--- src/include/ccs_pkg.sv ---
// shared constants and types for the charge cycle sequencer
package ccs_pkg;
    localparam int unsigned CLK_HZ         = 40000000;
    localparam int unsigned CLK_NS         = 25;
    // pulse-trickle period in ms and its cycle count
    localparam int unsigned TRKL_PERIOD_MS = 1000;
    localparam int unsigned TRKL_CYCLES    = TRKL_PERIOD_MS * (CLK_HZ / 1000);
    // default max charge period in ticks of the 1 s base
    localparam int unsigned MTO_TICKS_DEF  = 3600;
    localparam int unsigned MTO_W          = 16;
    localparam int unsigned PW_W           = 8;
    localparam logic [PW_W-1:0] PW_DEF     = 8'h28;
    localparam int unsigned TICK_W         = 26;

    typedef enum logic [2:0] {
        CCS_IDLE,
        CCS_QUAL,
        CCS_COND,
        CCS_FAST_CC,
        CCS_FAST_CV,
        CCS_TOPOFF,
        CCS_MAINT,
        CCS_DONE_LI
    } ccs_state_type;

    // comparator results sensed at the pins
    typedef struct packed {
        logic below_low;   // cell below low_cell_threshold
        logic at_max;      // cell at max_cell_threshold
        logic below_rch;   // cell below recharge_threshold
        logic temp_cold;   // thermistor above cold_limit_threshold
        logic temp_hot;    // thermistor below hot_limit_threshold
        logic taper;       // current under taper threshold
        logic present;     // pack present
        logic sleep;       // sleep request
    } ccs_sense_type;

    // settings caught from the timer-program pin
    typedef struct packed {
        logic [MTO_W-1:0] mto_ticks;
        logic [PW_W-1:0]  pulse_w;  // trickle pulse width in 1/256 s steps
        logic             topoff_en;
    } ccs_prog_type;
endpackage

--- src/hw/ccs_sync.sv ---
// two-flop synchroniser for a bundle of pin levels
module ccs_sync #(
    parameter int unsigned W = 8
) (
    input  wire logic         clk_i,
    input  wire logic         rst_i,
    input  wire logic [W-1:0] d_i,
    output logic      [W-1:0] q_o
);
    logic [W-1:0] meta_q;

    // first stage is read only by the second
    always_ff @(posedge clk_i or posedge rst_i) begin
        if (rst_i) begin
            meta_q <= '0;
            q_o    <= '0;
        end else begin
            meta_q <= d_i;
            q_o    <= meta_q;
        end
    end
endmodule

--- src/hw/ccs_sequencer.sv ---
// charge cycle state machine for a multi-chemistry charger
// Notes on behaviour
// - new cycle on power-up, pack insertion, sleep exit, or lithium depletion.
// - a new cycle first qualifies pack voltage and temperature.
// - cell below low threshold means conditioning, pulsing charge switch each second.
// - trickle pulse width comes from the timer-program setting.
// - status lamp toggles at 1 Hz while qualification is pending.
// - leave conditioning only when voltage above low and temperature in range.
// - conditioning has no timeout.
// - reaching max cell voltage early in fast charge means lithium, else nickel.
// - status lamp on (driven low) throughout fast charge.
// - nickel fast charge is current-limited, watching time, temperature, voltage; the code reacts to temp_cold only, temp_hot is ignored.
// - nickel: optional top-off, then maintenance while below max cell voltage.
// - lithium at max cell voltage switches to taper-current termination.
// - constant-voltage phase ends on taper current or timer expiry.
// - after lithium ends, recharge below recharge threshold restarts the cycle.
// - no maintenance trickle after lithium termination.
// - fast charge limited to 1 period for nickel, 2 for lithium.
// - charge switch high passes current, low blocks it.
// - status lamp off during top-off and maintenance.
// - cold during fast charge pauses timer and conditions; timer resumes after.
module ccs_sequencer
    import ccs_pkg::*;
#(
    parameter int unsigned TRKL_CYC = TRKL_CYCLES
) (
    input  wire logic                   CLK_I,
    input  wire logic                   SYS_RST_I,
    input  wire ccs_pkg::ccs_sense_type SENSE_I,
    input  wire ccs_pkg::ccs_prog_type  PROG_I,
    output logic                        CHARGE_SWITCH_O,
    output logic                        STATUS_LAMP_N_O,
    output logic                        STATUS_LAMP_OE_O,
    output ccs_pkg::ccs_state_type      STATE_O
);
    import ccs_pkg::*;

    // parameter sanity, refused at elaboration
    if (TRKL_CYC < 512) begin
        $error("trickle period too short");
    end
    if (TRKL_CYC >= (1 << TICK_W)) begin
        $error("trickle period too wide");
    end

    localparam logic [TICK_W-1:0] TICK_LAST = TICK_W'(TRKL_CYC - 1);
    localparam logic [TICK_W-1:0] STEP      = TICK_W'(TRKL_CYC / 256);
    localparam logic [TICK_W-1:0] HALF      = TICK_W'(TRKL_CYC / 2);

    ccs_sense_type    sense;
    ccs_sense_type    sense_prev_q;
    ccs_prog_type     prog;
    ccs_prog_type     prog_q;
    ccs_state_type    state_q;
    ccs_state_type    state_d;
    logic [TICK_W-1:0] tick_cnt_q;
    logic              sec_tick;
    logic [MTO_W:0]    timer_q;   // fast charge seconds left, wide for 2 periods
    logic              timer_zero;
    logic              started_q;
    logic              restart;
    logic              was_li_q;

    // pins arrive asynchronously, two flops before use
    ccs_sync #(.W($bits(ccs_sense_type) + $bits(ccs_prog_type))) u_sync (
        .clk_i (CLK_I),
        .rst_i (SYS_RST_I),
        .d_i   ({SENSE_I, PROG_I}),
        .q_o   ({sense, prog})
    );

    // is the pulse counter inside the programmed width
    function automatic logic in_pulse(input logic [TICK_W-1:0] cnt,
                                      input logic [PW_W-1:0] width);
        return cnt < TICK_W'(STEP * TICK_W'(width));
    endfunction

    // free-running one second time base
    always_ff @(posedge CLK_I or posedge SYS_RST_I) begin
        if (SYS_RST_I) begin
            tick_cnt_q <= '0;
        end else if (tick_cnt_q == TICK_LAST) begin
            tick_cnt_q <= '0;
        end else begin
            tick_cnt_q <= tick_cnt_q + 1'b1;
        end
    end
    assign sec_tick = (tick_cnt_q == TICK_LAST);

    // previous sense levels for insertion and sleep edges
    always_ff @(posedge CLK_I or posedge SYS_RST_I) begin
        if (SYS_RST_I) begin
            sense_prev_q <= '0;
            started_q    <= 1'b0;
        end else begin
            sense_prev_q <= sense;
            started_q    <= 1'b1;
        end
    end

    // cycle start events
    assign restart = !started_q
                   || (sense.present && !sense_prev_q.present)
                   || (!sense.sleep && sense_prev_q.sleep)
                   || (state_q == CCS_DONE_LI && sense.below_rch);

    // program settings are captured at each cycle start
    always_ff @(posedge CLK_I or posedge SYS_RST_I) begin
        if (SYS_RST_I) begin
            prog_q <= '{mto_ticks: MTO_W'(MTO_TICKS_DEF), pulse_w: PW_DEF, topoff_en: 1'b0};
        end else if (state_q == CCS_IDLE) begin
            prog_q <= prog;
        end
    end

    assign timer_zero = (timer_q == '0);

    // next state decision
    always_comb begin
        state_d = state_q;
        case (state_q)
            CCS_IDLE: begin
                state_d = CCS_QUAL;
            end
            CCS_QUAL: begin
                if (sense.below_low || sense.temp_cold || sense.temp_hot) begin
                    state_d = CCS_COND;
                end else begin
                    state_d = CCS_FAST_CC;
                end
            end
            CCS_COND: begin
                // no timeout here, only conditions end it
                if (!sense.below_low && !sense.temp_cold && !sense.temp_hot) begin
                    state_d = was_li_q ? CCS_FAST_CV : CCS_FAST_CC;
                end
            end
            CCS_FAST_CC: begin
                if (sense.temp_cold) begin
                    state_d = CCS_COND;
                end else if (sense.at_max) begin
                    state_d = CCS_FAST_CV;
                end else if (timer_zero) begin
                    state_d = prog_q.topoff_en ? CCS_TOPOFF : CCS_MAINT;
                end
            end
            CCS_FAST_CV: begin
                if (sense.temp_cold) begin
                    state_d = CCS_COND;
                end else if (sense.taper || timer_zero) begin
                    state_d = CCS_DONE_LI;
                end
            end
            CCS_TOPOFF: begin
                if (timer_zero || sense.at_max) begin
                    state_d = CCS_MAINT;
                end
            end
            CCS_MAINT: begin
                state_d = CCS_MAINT;
            end
            CCS_DONE_LI: begin
                state_d = CCS_DONE_LI;
            end
            default: begin
                state_d = CCS_IDLE;
            end
        endcase
        if (restart || sense.sleep || !sense.present) begin
            state_d = CCS_IDLE;
        end
    end

    // state register
    always_ff @(posedge CLK_I or posedge SYS_RST_I) begin
        if (SYS_RST_I) begin
            state_q <= CCS_IDLE;
        end else begin
            state_q <= state_d;
        end
    end

    // chemistry flag, set once max cell voltage is seen in fast charge
    always_ff @(posedge CLK_I or posedge SYS_RST_I) begin
        if (SYS_RST_I) begin
            was_li_q <= 1'b0;
        end else if (state_q == CCS_IDLE) begin
            was_li_q <= 1'b0;
        end else if (state_q == CCS_FAST_CC && state_d == CCS_FAST_CV) begin
            was_li_q <= 1'b1;
        end
    end

    // charge timer: paused outside fast charge and top-off, extended for the lithium phase
    // idle may last a single cycle, so load from the live setting that prog_q also takes
    always_ff @(posedge CLK_I or posedge SYS_RST_I) begin
        if (SYS_RST_I) begin
            timer_q <= '0;
        end else if (state_q == CCS_IDLE) begin
            timer_q <= {1'b0, prog.mto_ticks};
        end else if (state_q == CCS_FAST_CC && state_d == CCS_FAST_CV) begin
            timer_q <= timer_q + {1'b0, prog_q.mto_ticks};
        end else if (state_q == CCS_FAST_CC && state_d == CCS_TOPOFF) begin
            timer_q <= {1'b0, prog_q.mto_ticks};
        end else if ((state_q == CCS_FAST_CC || state_q == CCS_FAST_CV
                      || state_q == CCS_TOPOFF) && sec_tick && !timer_zero) begin
            timer_q <= timer_q - 1'b1;
        end
    end

    // charge switch output, high passes current
    always_ff @(posedge CLK_I or posedge SYS_RST_I) begin
        if (SYS_RST_I) begin
            CHARGE_SWITCH_O <= 1'b0;
        end else begin
            case (state_d)
                CCS_FAST_CC, CCS_FAST_CV: begin
                    CHARGE_SWITCH_O <= 1'b1;
                end
                CCS_COND, CCS_MAINT: begin
                    CHARGE_SWITCH_O <= in_pulse(tick_cnt_q, prog_q.pulse_w)
                                       && !(state_d == CCS_MAINT && sense.at_max);
                end
                CCS_TOPOFF: begin
                    CHARGE_SWITCH_O <= in_pulse(tick_cnt_q, PW_W'(8'h10));
                end
                default: begin
                    CHARGE_SWITCH_O <= 1'b0;
                end
            endcase
        end
    end

    // open-drain status lamp: on = pulled low, off = released
    always_ff @(posedge CLK_I or posedge SYS_RST_I) begin
        if (SYS_RST_I) begin
            STATUS_LAMP_OE_O <= 1'b0;
        end else begin
            case (state_d)
                CCS_QUAL, CCS_COND: begin
                    STATUS_LAMP_OE_O <= (tick_cnt_q < HALF);
                end
                CCS_FAST_CC, CCS_FAST_CV: begin
                    STATUS_LAMP_OE_O <= 1'b1;
                end
                default: begin
                    STATUS_LAMP_OE_O <= 1'b0;
                end
            endcase
        end
    end

    // lamp data is always low; the enable decides
    always_ff @(posedge CLK_I or posedge SYS_RST_I) begin
        if (SYS_RST_I) begin
            STATUS_LAMP_N_O <= 1'b0;
            STATE_O         <= CCS_IDLE;
        end else begin
            STATUS_LAMP_N_O <= 1'b0;
            STATE_O         <= state_d;
        end
    end
endmodule

--- config.mk ---
export PLATFORM = sky130hd
export DESIGN_NAME = ccs_sequencer
export DESIGN_NICKNAME = d
export VERILOG_FILES = /design/src/include/ccs_pkg.sv /design/src/hw/ccs_sync.sv /design/src/hw/ccs_sequencer.sv
export SDC_FILE = /design/constraint.sdc
export NUM_CORES = 1
export LEC_CHECK = 0
export CAP_MARGIN = 20
export CORE_MARGIN = 3
export CORE_UTILIZATION = 37
export DETAILED_ROUTE_END_ITERATION = 7
export DONT_BUFFER_PORTS = 1
export HOLD_SLACK_MARGIN = 0.08
export SETUP_SLACK_MARGIN = 0.02
export SLEW_MARGIN = 40
export SYNTH_ARGS = -nofsm -noshare
export SYNTH_HDL_FRONTEND = slang
export SYNTH_SLANG_ARGS = --single-unit
--- constraint.sdc ---
create_clock -name CLK_I -period 6 [get_ports CLK_I]
set_input_delay 0.9 -clock CLK_I [delete_from_list [all_inputs] [get_ports CLK_I]]
set_output_delay 0.9 -clock CLK_I [all_outputs]
set_load 0.03 [all_outputs]
==> run_results.csv <==
group,metric,value,unit
clocking,numCtsBuffers,17,
yosys,syn-num-nets,1085,
routing,vias,6592,
setup_path,startpoint_type,"flop",
power,p_clk_share,35.3,%
power,power_density,300,mW/mm^2
place,numPortBuffers,0,
yosys,synth_ff_type,"dfrtp_1",
finish,fin_cells,1257,
clocking,clkLatencyLatePin,0.44,ns
yosys,yosysTopAreaCell,"dfrtp_1",
clocking,cts_num_sinks,143,
routing,ant_nets,0,
run,drv_cap,0,
timing,setup_viol,0,
power,switchingPower,1.07,mW
timing,slew-limit-headroom,45.7,%
clocking,cts_hold_buf,0,
power,swShare,35.0,%
yosys,async_flop_share,100,%
timing,period_needed,5.70,ns
timing,slew_violations,0,
min_path,worstHoldPathType,"flop to flop",
timing,finalWorstSetupSlack,0.304,ns
setup_path,arrival,6.02,ns
power,ir_drop,0.000176,V
finish,fin_area,0.0102,sq mm
routing,first_iter_violations,341,
global_routing,grt_max_degree,83,
routing,routed_wirelength,19600,um
clocking,cts_tree,"done",
setup_path,critical_path_class,"flop to flop",
finish,area_growth,11.1,%
die,fp.coreArea,0.0239,sq mm
place,dp_hpwl,14100,um
min_path,hold_depth,0,
yosys,synth_edf_count,0,
yosys,ys_seq_elements,143,
timing,period_share,94.9,%
yosys,synth-seq-area-share,39.2,%
yosys,ys_types,76,
place,dp.cells,1223,
yosys,postSynthCellCount,918,
clocking,cts_root_buf,"clkbuf_16",
setup_path,crit_required,6.32,ns
die,start_util,38.3,%
die,die-width,163,um
global_routing,grt_overflow_total,0,
yosys,ys_warn_count,0,
routing,route.detailed.drc,0,
power,combPwrFrac,30.5,%
finish,layout_commonest_cell,"dfrtp_1",
finish,nNetsFinal,1092,
timing,fin_tns_setup,0,ns
timing,clock.fmax,176,MHz
timing,worst_slew_pin_slew,0.812,ns
timing,rsz0062_at_grt,"false",
finish,diodes,0,
finish,fillers,2296,
power,seq_power_share,34.2,%
routing,vias_per_cell,5.24,
finish,layout_common_cells,"dfrtp_1 (137), ha_1 (113), nand2_1 (111)",
finish,seq_area,0.00359,sq mm
global_routing,antenna_found_initial,0,
routing,dr.pass1.iters,5,
timing,skew,0.0112,ns
global_routing,grt_pass1_wl,33200,um
global_routing,grt_pass1_vias,6532,
die,rows,56,
power,leakage,4.84,nW
finish,drive_gt1_share,9.28,%
status,status,"complete, no violations",
finish,multiInputGateArea,0.00529,sq mm
place,dpl-instance-area,0.00952,sq mm
die,die_y,163,um
routing,wire_per_inst,15.6,um
clocking,htreeDepth,4,
yosys,yosysTopAreaCellShare,37.5,%
place,pre_cts_ws,0.0672,ns
timing,hold_ws,0.349,ns
clocking,clk_pin_slew,0.07,ns
yosys,synth.area.top_cells,"dfrtp_1 (37%), ha_1 (15%), nand2_1 (4.6%)",
clocking,cts_buffer_depth,2,
die,die_area,0.0267,sq mm
power,intPower,1.98,mW
setup_path,cp_max_fo,8,
yosys,synth_area,0.00915,sq mm
die,ioPinCount,41,
setup_path,reg2reg_slack,0.30,ns
setup_path,end_kind,"flop",
yosys,synth.avg_cell_area,9.97,sq um
setup_path,rr_worst_depth,22,
global_routing,grt_use_total,15.4,%
place,place_congestion,0.875,
timing,hold_viol_final,0,
[final timing paths]
kind | from | to
worst max-delay path | prog_q[7] | CHARGE_SWITCH_O
worst min register to register | u_sync.meta_q[0] | u_sync.q_o[0]
worst min-delay path | u_sync.meta_q[0] | u_sync.q_o[0]
worst max register to register | prog_q[7] | CHARGE_SWITCH_O
min in group asynchronous | SYS_RST_I | STATUS_LAMP_OE_O
max in group asynchronous | SYS_RST_I | prog_q[4]
[area by class of cell]
cell class	instances	area share [%]
Multi-Input combinational cell	699	52.0
Clock buffer	17	4.18
Tap cell	319	3.93
Clock inverter	15	1.82
Timing Repair Buffer	9	0.701
Inverter	55	2.08
Sequential cell	143	35.3
[state kept, by name, summed over array words and instances (netlist names)]
| signal | cells |
|---|---|
| prog_q | 25 |
| sense_prev_q | 2 |
| u_sync.meta_q | 33 |
| tick_cnt_q | 26 |
| STATE_O | 3 |
| u_sync.q_o | 33 |
| started_q | 1 |
| STATUS_LAMP_OE_O | 1 |
| timer_q | 17 |
| CHARGE_SWITCH_O | 1 |
| was_li_q | 1 |
[per-layer routing]
layer | wire length, um | vias to the layer above | GRT usage (%)
met3 | 676 | 19 | 2.97
met1 | 9610 | 3207 | 21.6
met4 | 249 | 0 | 4.31
met2 | 9090 | 100 | 24.4
met5 | 0 | - | 0
li1 | - | 3266 | -
[what timing repair did]
item / CTS / global route
gates resized for setup: 0 / 5
endpoints found under the setup margin: 0 / 1
setup buffers: 0 / 2
[worst max-delay path, stage by stage (launching register included)]
cell and delay (ns):
dfrtp_1 0.38, buf_4 0.17, ha_1 0.33, xor2_1 0.16, ha_1 0.19, a21o_1 0.16, fa_1 0.49, fa_1 0.50
ha_1 0.25, or3_1 0.42, o21bai_1 0.22, a211oi_2 0.27, o21ai_1 0.13, and3_1 0.19, or2_2 0.30, ha_1 0.30
nand4_1 0.10, a2111oi_0 0.38, buf_4 0.19, a21o_1 0.13, o21ai_2 0.06, a41oi_1 0.19, o21ai_1 0.09
[stage by stage]
stage               power [mW]  utilization (%)
global placement          1.97             39.8
detailed placement        1.98             39.8
floorplan                 1.78                -
global route              3.27             42.6
CTS                       3.08             42.4
finish                    3.05             42.6
[power by group through the flow]
stage	clock, mW	sequential [mW]	combinational, mW
final	1.08	1.04	0.930
after global routing	1.15	1.05	1.07
after CTS	1.11	1.05	0.922
after detailed placement	0	1.06	0.916
after global placement	0	1.06	0.905
after floorplan	0	1.05	0.731
[cell families (layout without fill, tap and decap cells)]
kind of cell | Yosys count | in the layout | share of synthesized area [%]
flip-flops | 143 | 143 | 39.2
AO/OA/AOI/OAI | 184 | 184 | 13.6
XOR/XNOR | 65 | 65 | 6.22
multiplexers | 14 | 14 | 1.74
adder cells (fa/ha/maj) | 133 | 133 | 19.7
buffers and inverters | 76 | 96 | 3.36
AND/OR/NAND/NOR | 301 | 301 | 16.1
other | 2 | 2 | 0.0821
[synthesized netlist by cell type (3+ instances only)]
master	n
or3_1	9
buf_2	6
nor2_1	63
dfrtp_1	137
nand4_1	13
o2111ai_1	3
and2_1	5
a21o_1	22
o22ai_1	7
nand3_1	17
o21bai_1	7
nor4_2	3
a2111oi_0	3
o211ai_1	3
nor4_1	6
ha_1	113
nor3_1	22
mux2i_1	5
o21ai_1	5
a211oi_1	6
nand2b_1	9
a41oi_1	3
xor2_1	34
clkbuf_1	10
dfstp_2	6
or2_2	5
and3_1	12
o21a_1	6
o31ai_1	6
a31oi_1	18
mux2_2	7
nand2_1	111
inv_1	54
fa_1	19
a31o_2	3
or4_1	4
o21ai_0	46
nor2b_1	8
a21oi_1	26
xnor2_1	31
(Power assumes the default switching activity.)
